<file path="config.mk">
export PLATFORM = sky130hd
export DESIGN_NAME = vlan_ingress
export DESIGN_NICKNAME = d
export VERILOG_FILES = /design/src/core/vlan_classify.v /design/src/core/vlan_ingress.v
export VERILOG_INCLUDE_DIRS = /design/src /design/src/common
export SDC_FILE = /design/constraint.sdc
export NUM_CORES = 1
export LEC_CHECK = 0
export BUFFER_PORTS_ARGS = -buffer_cell sky130_fd_sc_hd__buf_2
export CORE_MARGIN = 2
export CORE_UTILIZATION = 55
export CTS_BUF_LIST = sky130_fd_sc_hd__clkbuf_8 sky130_fd_sc_hd__clkbuf_16
export CTS_CLUSTER_DIAMETER = 120
export DETAILED_ROUTE_END_ITERATION = 16
export GPL_TIMING_DRIVEN = 1
export HOLD_SLACK_MARGIN = 0.03
export PLACE_DENSITY_LB_ADDON = 0.3
export SYNTH_ARGS = -nofsm -noshare
export SYNTH_HDL_FRONTEND = slang
export SYNTH_SLANG_ARGS = --single-unit
</file>
<file path="constraint.sdc">
create_clock -name clk -period 5.7 [get_ports clk]
set_input_delay 0.57 -clock clk [delete_from_list [all_inputs] [get_ports clk]]
set_output_delay 0.57 -clock clk [all_outputs]
set_load 0.02 [all_outputs]
</file>
<file path="src/common/vlan_defines.vh">
// constants for the vlan ingress and private vlan mask block
// assumes one switch core clock and a small fixed port count
// How it works
// - aware ports strip tag from tagged frames
// - aware ports classify tagged frames by tag
// - unaware ports use default vid, keep tag
// - ingress filter drops non-member classified vlan
// - tagged-only ports drop untagged frames
// - each port holds an untagged egress vid
// - private vlan is per-source-port mask, id-free
// - forward only if in vlan and pvlan
// - reset: unaware, vlan 1, pvlan 1
// - unaware port one vlan, many pvlans
// - new pvlan entry starts with empty mask
// - promiscuous port talks to all pvlan ports
// - isolated port talks only to promiscuous ports
// - isolation is one global bit per port
// - promiscuous source uses vlan mask only
// - isolated source also applies pvlan mask
// - isolation bits cleared at reset
// - untag-port-vlan egress untags the port's untagged egress vid only
`ifndef VLAN_DEFINES_VH
`define VLAN_DEFINES_VH
`define NPORTS       8
`define PORT_W       3
`define VID_W        12
`define NVLAN        16
`define VIDX_W       4
`define NPVLAN       4
`define PVIDX_W      2
`define VID_RESET    12'h001
`define EG_UNTAG_DEFAULT 2'h0
`define EG_TAG_ALL    2'h1
`define EG_UNTAG_ALL  2'h2
`endif

</file>
<file path="src/core/vlan_classify.v">
// per-frame ingress classification: vid choice, strip, accept
// assumes frame header fields are stable while valid is high
`timescale 1ns/1ps
`include "vlan_defines.vh"
module vlan_classify (
  input  wire               aware,        // port is vlan aware
  input  wire               tagged_only,  // port accepts tagged only
  input  wire               is_tagged,    // frame carries a tag
  input  wire [`VID_W-1:0]  tag_vid,      // vid inside the tag
  input  wire [`VID_W-1:0]  port_default_vlan_id,  // port default vid
  output reg  [`VID_W-1:0]  class_vid,    // classified vid
  output reg                strip,        // remove tag on ingress
  output reg                type_drop     // frame type refused
);
  // classification decision
  always @* begin
    if (aware && is_tagged) begin
      class_vid = tag_vid;
      strip     = 1'b1;
    end else begin
      class_vid = port_default_vlan_id;
      strip     = 1'b0;
    end
    type_drop = tagged_only & ~is_tagged;
  end
endmodule

</file>
<file path="src/core/vlan_ingress.v">
// vlan ingress classification and private vlan forwarding mask
// assumes config writes are single-cycle strobes, one frame per cycle
`timescale 1ns/1ps
`include "vlan_defines.vh"
module vlan_ingress (
  input  wire                clk,
  input  wire                rstn,
  // per-port configuration write
  input  wire                port_cfg_we,      // write port config
  input  wire [`PORT_W-1:0]  port_cfg_sel,     // port to write
  input  wire                cfg_aware,        // vlan awareness
  input  wire                cfg_filter,       // ingress filtering
  input  wire                cfg_tagged_only,  // accept tagged only
  input  wire [`VID_W-1:0]   cfg_port_default_vlan_id,     // default vid
  input  wire [`VID_W-1:0]   cfg_untagged_egress_vlan_id,  // egress vid
  input  wire [1:0]          cfg_egress_mode,  // egress tagging mode
  // vlan table write
  input  wire                vlan_we,          // write vlan entry
  input  wire [`VIDX_W-1:0]  vlan_idx,         // entry index
  input  wire [`VID_W-1:0]   vlan_vid,         // entry vid
  input  wire                vlan_valid,       // entry in use
  input  wire [`NPORTS-1:0]  vlan_members,     // member ports
  // private vlan table write
  input  wire                pvlan_create,     // new entry, empty mask
  input  wire                pvlan_delete,     // delete entry
  input  wire                pvlan_we,         // write member mask
  input  wire [`PVIDX_W-1:0] pvlan_idx,        // entry index
  input  wire [`NPORTS-1:0]  pvlan_members,    // member ports
  // isolation write
  input  wire                iso_we,           // write isolation mask
  input  wire [`NPORTS-1:0]  iso_mask,         // isolated ports
  // frame header in
  input  wire                frm_valid,        // header valid
  input  wire [`PORT_W-1:0]  frm_port,         // ingress port
  input  wire                frm_tagged,       // header carries tag
  input  wire [`VID_W-1:0]   frm_vid,          // tag vid
  // result out, one cycle later
  output reg                 res_valid,        // result valid pulse
  output reg                 res_drop,         // frame discarded
  output reg  [`VID_W-1:0]   res_vid,          // classified vid
  output reg                 res_strip,        // strip tag on ingress
  output reg  [`NPORTS-1:0]  res_dest,         // destination ports
  output reg  [`NPORTS-1:0]  res_untag,        // ports sending untagged
  output reg  [`NPORTS-1:0]  iso_status        // current isolation bits
);
  // per-port config arrays
  reg               aware_r   [0:`NPORTS-1];  // awareness
  reg               filter_r  [0:`NPORTS-1];  // ingress filtering
  reg               tonly_r   [0:`NPORTS-1];  // tagged-only accept
  reg [`VID_W-1:0]  port_default_vlan_id_r    [0:`NPORTS-1];  // default
  reg [`VID_W-1:0]  untagged_egress_vlan_id_r [0:`NPORTS-1];  // egress
  reg [1:0]         egmode_r  [0:`NPORTS-1];  // egress mode
  // vlan table
  reg [`VID_W-1:0]  vt_vid_r  [0:`NVLAN-1];   // entry vid
  reg               vt_val_r  [0:`NVLAN-1];   // entry valid
  reg [`NPORTS-1:0] vt_mem_r  [0:`NVLAN-1];   // entry members
  // private vlan table
  reg               pv_val_r  [0:`NPVLAN-1];  // entry valid
  reg [`NPORTS-1:0] pv_mem_r  [0:`NPVLAN-1];  // entry members
  reg [`NPORTS-1:0] iso_r;                    // isolation bits
  integer i;

  // classification of the current header
  wire              aware_cur  = aware_r[frm_port];
  wire [`VID_W-1:0] class_vid;
  wire              strip;
  wire              type_drop;

  vlan_classify u_classify (
    .aware       (aware_cur),
    .tagged_only (tonly_r[frm_port]),
    .is_tagged   (frm_tagged),
    .tag_vid     (frm_vid),
    .port_default_vlan_id (port_default_vlan_id_r[frm_port]),
    .class_vid   (class_vid),
    .strip       (strip),
    .type_drop   (type_drop)
  );

  // one-hot of a port number
  function [`NPORTS-1:0] onehot;
    input [`PORT_W-1:0] p;
    begin
      onehot = {{(`NPORTS-1){1'b0}}, 1'b1} << p;
    end
  endfunction

  // vlan table lookup and pvlan union for source port
  reg [`NPORTS-1:0] vmask;      // members of classified vlan
  reg               vhit;       // classified vlan exists
  reg [`NPORTS-1:0] pvmask;     // union of pvlans holding source
  reg               in_pvlan;   // source in some pvlan
  reg               in_vlan;    // source in some vlan
  reg [`NPORTS-1:0] src;        // source one-hot
  reg [`NPORTS-1:0] dest;       // computed destinations
  reg [`NPORTS-1:0] untag;      // untagged egress ports
  reg               drop;       // discard decision
  integer k;
  always @* begin
    src      = onehot(frm_port);
    vmask    = {`NPORTS{1'b0}};
    vhit     = 1'b0;
    pvmask   = {`NPORTS{1'b0}};
    in_pvlan = 1'b0;
    in_vlan  = 1'b0;
    untag    = {`NPORTS{1'b0}};
    for (k = 0; k < `NVLAN; k = k + 1) begin
      if (vt_val_r[k] && vt_vid_r[k] == class_vid) begin
        vmask = vmask | vt_mem_r[k];
        vhit  = 1'b1;
      end
      if (vt_val_r[k] && (vt_mem_r[k] & src) != {`NPORTS{1'b0}})
        in_vlan = 1'b1;
    end
    // pvlan membership is by source port, not by vid
    for (k = 0; k < `NPVLAN; k = k + 1) begin
      if (pv_val_r[k] && (pv_mem_r[k] & src) != {`NPORTS{1'b0}}) begin
        pvmask   = pvmask | pv_mem_r[k];
        in_pvlan = 1'b1;
      end
    end
    // promiscuous source: vlan mask only
    // isolated source: pvlan mask and promiscuous only
    if (iso_r[frm_port])
      dest = vmask & pvmask & ~iso_r;
    else
      dest = vmask;
    dest = dest & ~src;
    // must be in a vlan and a pvlan to forward
    drop = type_drop | ~in_vlan | ~in_pvlan | ~vhit;
    if (filter_r[frm_port] && (vmask & src) == {`NPORTS{1'b0}})
      drop = 1'b1;
    // egress tagging per destination port
    for (k = 0; k < `NPORTS; k = k + 1) begin
      case (egmode_r[k])
        `EG_UNTAG_DEFAULT:
          untag[k] = (class_vid == untagged_egress_vlan_id_r[k]);
        `EG_UNTAG_ALL:  untag[k] = 1'b1;
        default:        untag[k] = 1'b0;
      endcase
    end
  end

  // configuration storage and reset defaults
  always @(posedge clk or negedge rstn) begin
    if (!rstn) begin
      for (i = 0; i < `NPORTS; i = i + 1) begin
        aware_r[i]  <= 1'b0;
        filter_r[i] <= 1'b0;
        tonly_r[i]  <= 1'b0;
        port_default_vlan_id_r[i]    <= `VID_RESET;
        untagged_egress_vlan_id_r[i] <= `VID_RESET;
        egmode_r[i] <= `EG_UNTAG_DEFAULT;
      end
      for (i = 0; i < `NVLAN; i = i + 1) begin
        vt_vid_r[i] <= `VID_RESET;
        vt_val_r[i] <= (i == 0);             // vlan 1 holds all
        vt_mem_r[i] <= (i == 0) ? {`NPORTS{1'b1}} : {`NPORTS{1'b0}};
      end
      for (i = 0; i < `NPVLAN; i = i + 1) begin
        pv_val_r[i] <= (i == 0);             // pvlan 1 holds all
        pv_mem_r[i] <= (i == 0) ? {`NPORTS{1'b1}} : {`NPORTS{1'b0}};
      end
      iso_r <= {`NPORTS{1'b0}};
    end else begin
      // port config write
      if (port_cfg_we) begin
        aware_r[port_cfg_sel]  <= cfg_aware;
        filter_r[port_cfg_sel] <= cfg_filter;
        tonly_r[port_cfg_sel]  <= cfg_tagged_only;
        port_default_vlan_id_r[port_cfg_sel] <= cfg_port_default_vlan_id;
        untagged_egress_vlan_id_r[port_cfg_sel] <=
          cfg_untagged_egress_vlan_id;
        egmode_r[port_cfg_sel] <= cfg_egress_mode;
      end
      // vlan table write
      if (vlan_we) begin
        vt_vid_r[vlan_idx] <= vlan_vid;
        vt_val_r[vlan_idx] <= vlan_valid;
        vt_mem_r[vlan_idx] <= vlan_members;
      end
      // pvlan create, delete, member write; create clears mask
      if (pvlan_create) begin
        pv_val_r[pvlan_idx] <= 1'b1;
        pv_mem_r[pvlan_idx] <= {`NPORTS{1'b0}};
      end else if (pvlan_delete) begin
        pv_val_r[pvlan_idx] <= 1'b0;
        pv_mem_r[pvlan_idx] <= {`NPORTS{1'b0}};
      end else if (pvlan_we) begin
        pv_mem_r[pvlan_idx] <= pvlan_members;
      end
      // one global isolation bit per port
      if (iso_we)
        iso_r <= iso_mask;
    end
  end

  // registered result
  always @(posedge clk or negedge rstn) begin
    if (!rstn) begin
      res_valid  <= 1'b0;
      res_drop   <= 1'b0;
      res_vid    <= {`VID_W{1'b0}};
      res_strip  <= 1'b0;
      res_dest   <= {`NPORTS{1'b0}};
      res_untag  <= {`NPORTS{1'b0}};
      iso_status <= {`NPORTS{1'b0}};
    end else begin
      res_valid  <= frm_valid;
      res_drop   <= frm_valid & drop;
      res_vid    <= class_vid;
      res_strip  <= frm_valid & strip;
      res_dest   <= (frm_valid & ~drop) ? dest : {`NPORTS{1'b0}};
      res_untag  <= untag;
      iso_status <= iso_r;
    end
  end
endmodule
</file>
==> results.cfg <==
[run_status]
status = finished with violations
failed_checks = hold timing

[route]
viasPerCell = 6.807
drt-pass1-iter-count = 9
wl_per_cell_um = 31.68
finalWirelength_mm = 121.0
drc = 0
final_antenna_net_count = 0
vias = 26009
drt_iter0_drc = 3128

[critical_path]
slowest_delay_ps = 920
end_kind = flop
cp_cell_sequence = mux4_2 -> nand2b_4 -> buf_12 -> a21oi_2 -> or2_1 -> inv_2 -> xnor2_1 -> nand3_1 -> and3b_1 -> a221o_1 -> a2111oi_0 -> a31o_1 -> a21oi_2 -> o31ai_4 -> nor3b_1
cp_slowest_cell = a2111oi_0
required_ps = 6180
startpoint_type = flop
worstPathArrival_ps = 5850
crit_path_max_fanout = 46
path_class = flop to flop
cpMostUsedCell = a21oi_2

[placed_design]
dp_cells = 3684
port_buffers = 138
hpwl_mm = 84.93
gp_congestion = 0.9893

[floorplan]
rows = 90
start_util_pct = 55.73
core_area_sq_mm = 0.06036
die_y_um = 251.3
die_x_um = 251.3
ios = 139
dieArea_sq_mm = 0.06316

[global_route]
globalRouteOverflowTotal = 0
grt_max_degree = 147
grtUsageTotal_pct = 38.49
grt_pass1_wl_mm = 178.1
grt_pass1_vias = 26081
antenna_found_initial = 7

[sta]
tightest_slew_ps = 1349
rsz0062_at_grt = no
fin_crit_ps = 5365
setup_viol = 0
slew_headroom_pct = 9.880
drv_slew = 0
timing.hold.ws_ps = -12.39
max_freq_mhz = 186.4
period_share_pct = 94.12
hold_viol = 3
finClkSkew_ps = 20.72

[logic_synthesis]
netlist_top_cells_area = dfrtp_1 45%, mux2_2 20%, xnor2_1 4.2%
seq_area_frac_synth_pct = 48.61
syn_avg_cell_area_sq_um = 12.04
synth_area_sq_mm = 0.03364
ys_top_cells_by_count = 601 x dfrtp_1, 584 x mux2_2, 161 x xnor2_1, 144 x nand2_1, 107 x clkbuf_1
yosysTopAreaCellShare_pct = 44.71
netlist_instances = 2795
ys_warn_count = 0
synth_cell_type_count = 101
synthArstFlopShare_pct = 100.0
synth_nets = 2895
synth_edf_count = 0
ys_ff_latch = 651
yosysTopAreaCell = dfrtp_1
ys.flop_type = dfrtp_1
synth.most_common_cell = dfrtp_1

[clock_network]
tritoncts = done
htreeDepth = 3
clk_path_buf_depth = 3
root_buffer = clkbuf_16
cts.repair.resized = 0
cts.sinks = 651
cts_made_buffers = 72
postCtsSetupRepairBufs = 0
cts_hold_buffers = 0
clock_latency_ps = 620
clkTransAtPathRegs_ps = 60

[finish]
area_growth_pct = 13.72
fin_nets = 3076
drive_above_1_share_pct = 37.71
stdcell_count = 3821

[pwr]
powerDensity_mw_per_mm2 = 404.3
ir_worst_vdd_mv = 0.3652
p_leak_nw = 16.02

[worst_hold_path]
hp-class = input pin to async pin

[flow_run]
cap_violations = 0
==> through the flow <==
| stage | util [%] | total power, mW | setup TNS (ps) | setup WS, ps | instance area, sq um |
|---|---|---|---|---|---|
| floorplan | - | 8.989 | 0 | 1324 | 33640 |
| global placement | 59.31 | 10.46 | -1182 | -153.9 | 35800 |
| detailed placement | 59.31 | 10.61 | -1316 | -165.3 | 35800 |
| CTS | 63.37 | 15.40 | 0 | 362.7 | 38250 |
| global route | 63.37 | 16.03 | 0 | 109.8 | 38250 |
| finish | 63.38 | 15.47 | 0 | 335.4 | 38260 |
==> critical path, delay by kind of cell, from the launching register on <==
kind	cells	cell delay, ps
xor+xnor	1	180
simple gates	5	1270
compound gates	6	2390
mux	1	520
flops	1	370
buf+inv	2	460
==> report_power, final <==
part           switching, mW  internal, mW
registers              0.924          5.67
clock network           1.97          2.81
logic                   2.20          1.89
total                   5.10          10.4
==> routing by layer <==
layer | vias up | wire length [um] | GRT usage [%]
met4 | 6 | 5602 | 16.45
li1 | 10862 | - | -
met2 | 1359 | 55950 | 60.82
met1 | 13449 | 49950 | 52.33
met3 | 333 | 9504 | 7.217
met5 | - | 34 | 0
==> layout make-up <==
| type | instances | area (sq um) |
|---|---|---|
| Inverter | 51 | 191.4 |
| Tap cell | 782 | 978.4 |
| Fill cell | 4720 | 22100 |
| Clock buffer | 89 | 2069 |
| Clock inverter | 45 | 379.1 |
| Antenna cell | 3 | 7.507 |
| Multi-Input combinational cell | 1893 | 16170 |
| Sequential cell | 651 | 16350 |
| Timing Repair Buffer | 307 | 2112 |
==> state kept, by name (all words and copies together), names as in the netlist, named ones only <==
signal	count
iso_r	8
res_vid	12
vt_val_r	16
res_strip	1
res_drop	1
res_dest	8
vt_mem_r	128
port_default_vlan_id_r	96
tonly_r	8
aware_r	8
vt_vid_r	192
iso_status	8
egmode_r	16
untagged_egress_vlan_id_r	96
res_valid	1
pv_mem_r	32
filter_r	8
res_untag	8
==> logic make-up after synthesis <==
family / after synthesis / synth area share, %
AOI/OAI and AO/OA: 544 / 12.18
xor gates and xnor gates: 198 / 5.155
buffers and inverters: 251 / 3.556
DFF: 651 / 48.61
muxes: 650 / 22.50
and+or+nand+nor: 501 / 7.997
==> final timing paths <==
check	start	to	slack, ps	depth (start not counted)
worst min register to register	egmode_r[2]	res_untag[6]	420	1
min in group clk	iso_mask[4]	iso_r[4]	180	2
max in group asynchronous	rstn	vt_vid_r[62]	4270	2
worst max register to register	aware_r[0]	res_dest[4]	340	15
worst max-delay path	aware_r[0]	res_dest[4]	340	15
worst min-delay path	rstn	pv_mem_r[19]	-10	1
==> placed cells by master, fill, tap and decap left out, types with 50 or more instances in the layout <==
| cell type | n |
|---|---|
| buf_4 | 160 |
| buf_2 | 135 |
| nor2_1 | 60 |
| mux2_2 | 584 |
| a21oi_1 | 66 |
| inv_1 | 64 |
| clkbuf_16 | 75 |
| o21ai_0 | 98 |
| dfrtp_1 | 601 |
| nor4_1 | 50 |
| nand2_1 | 144 |
| dfstp_2 | 50 |
| xnor2_1 | 161 |
No activity file was read; power rests on OpenSTA's default activity.
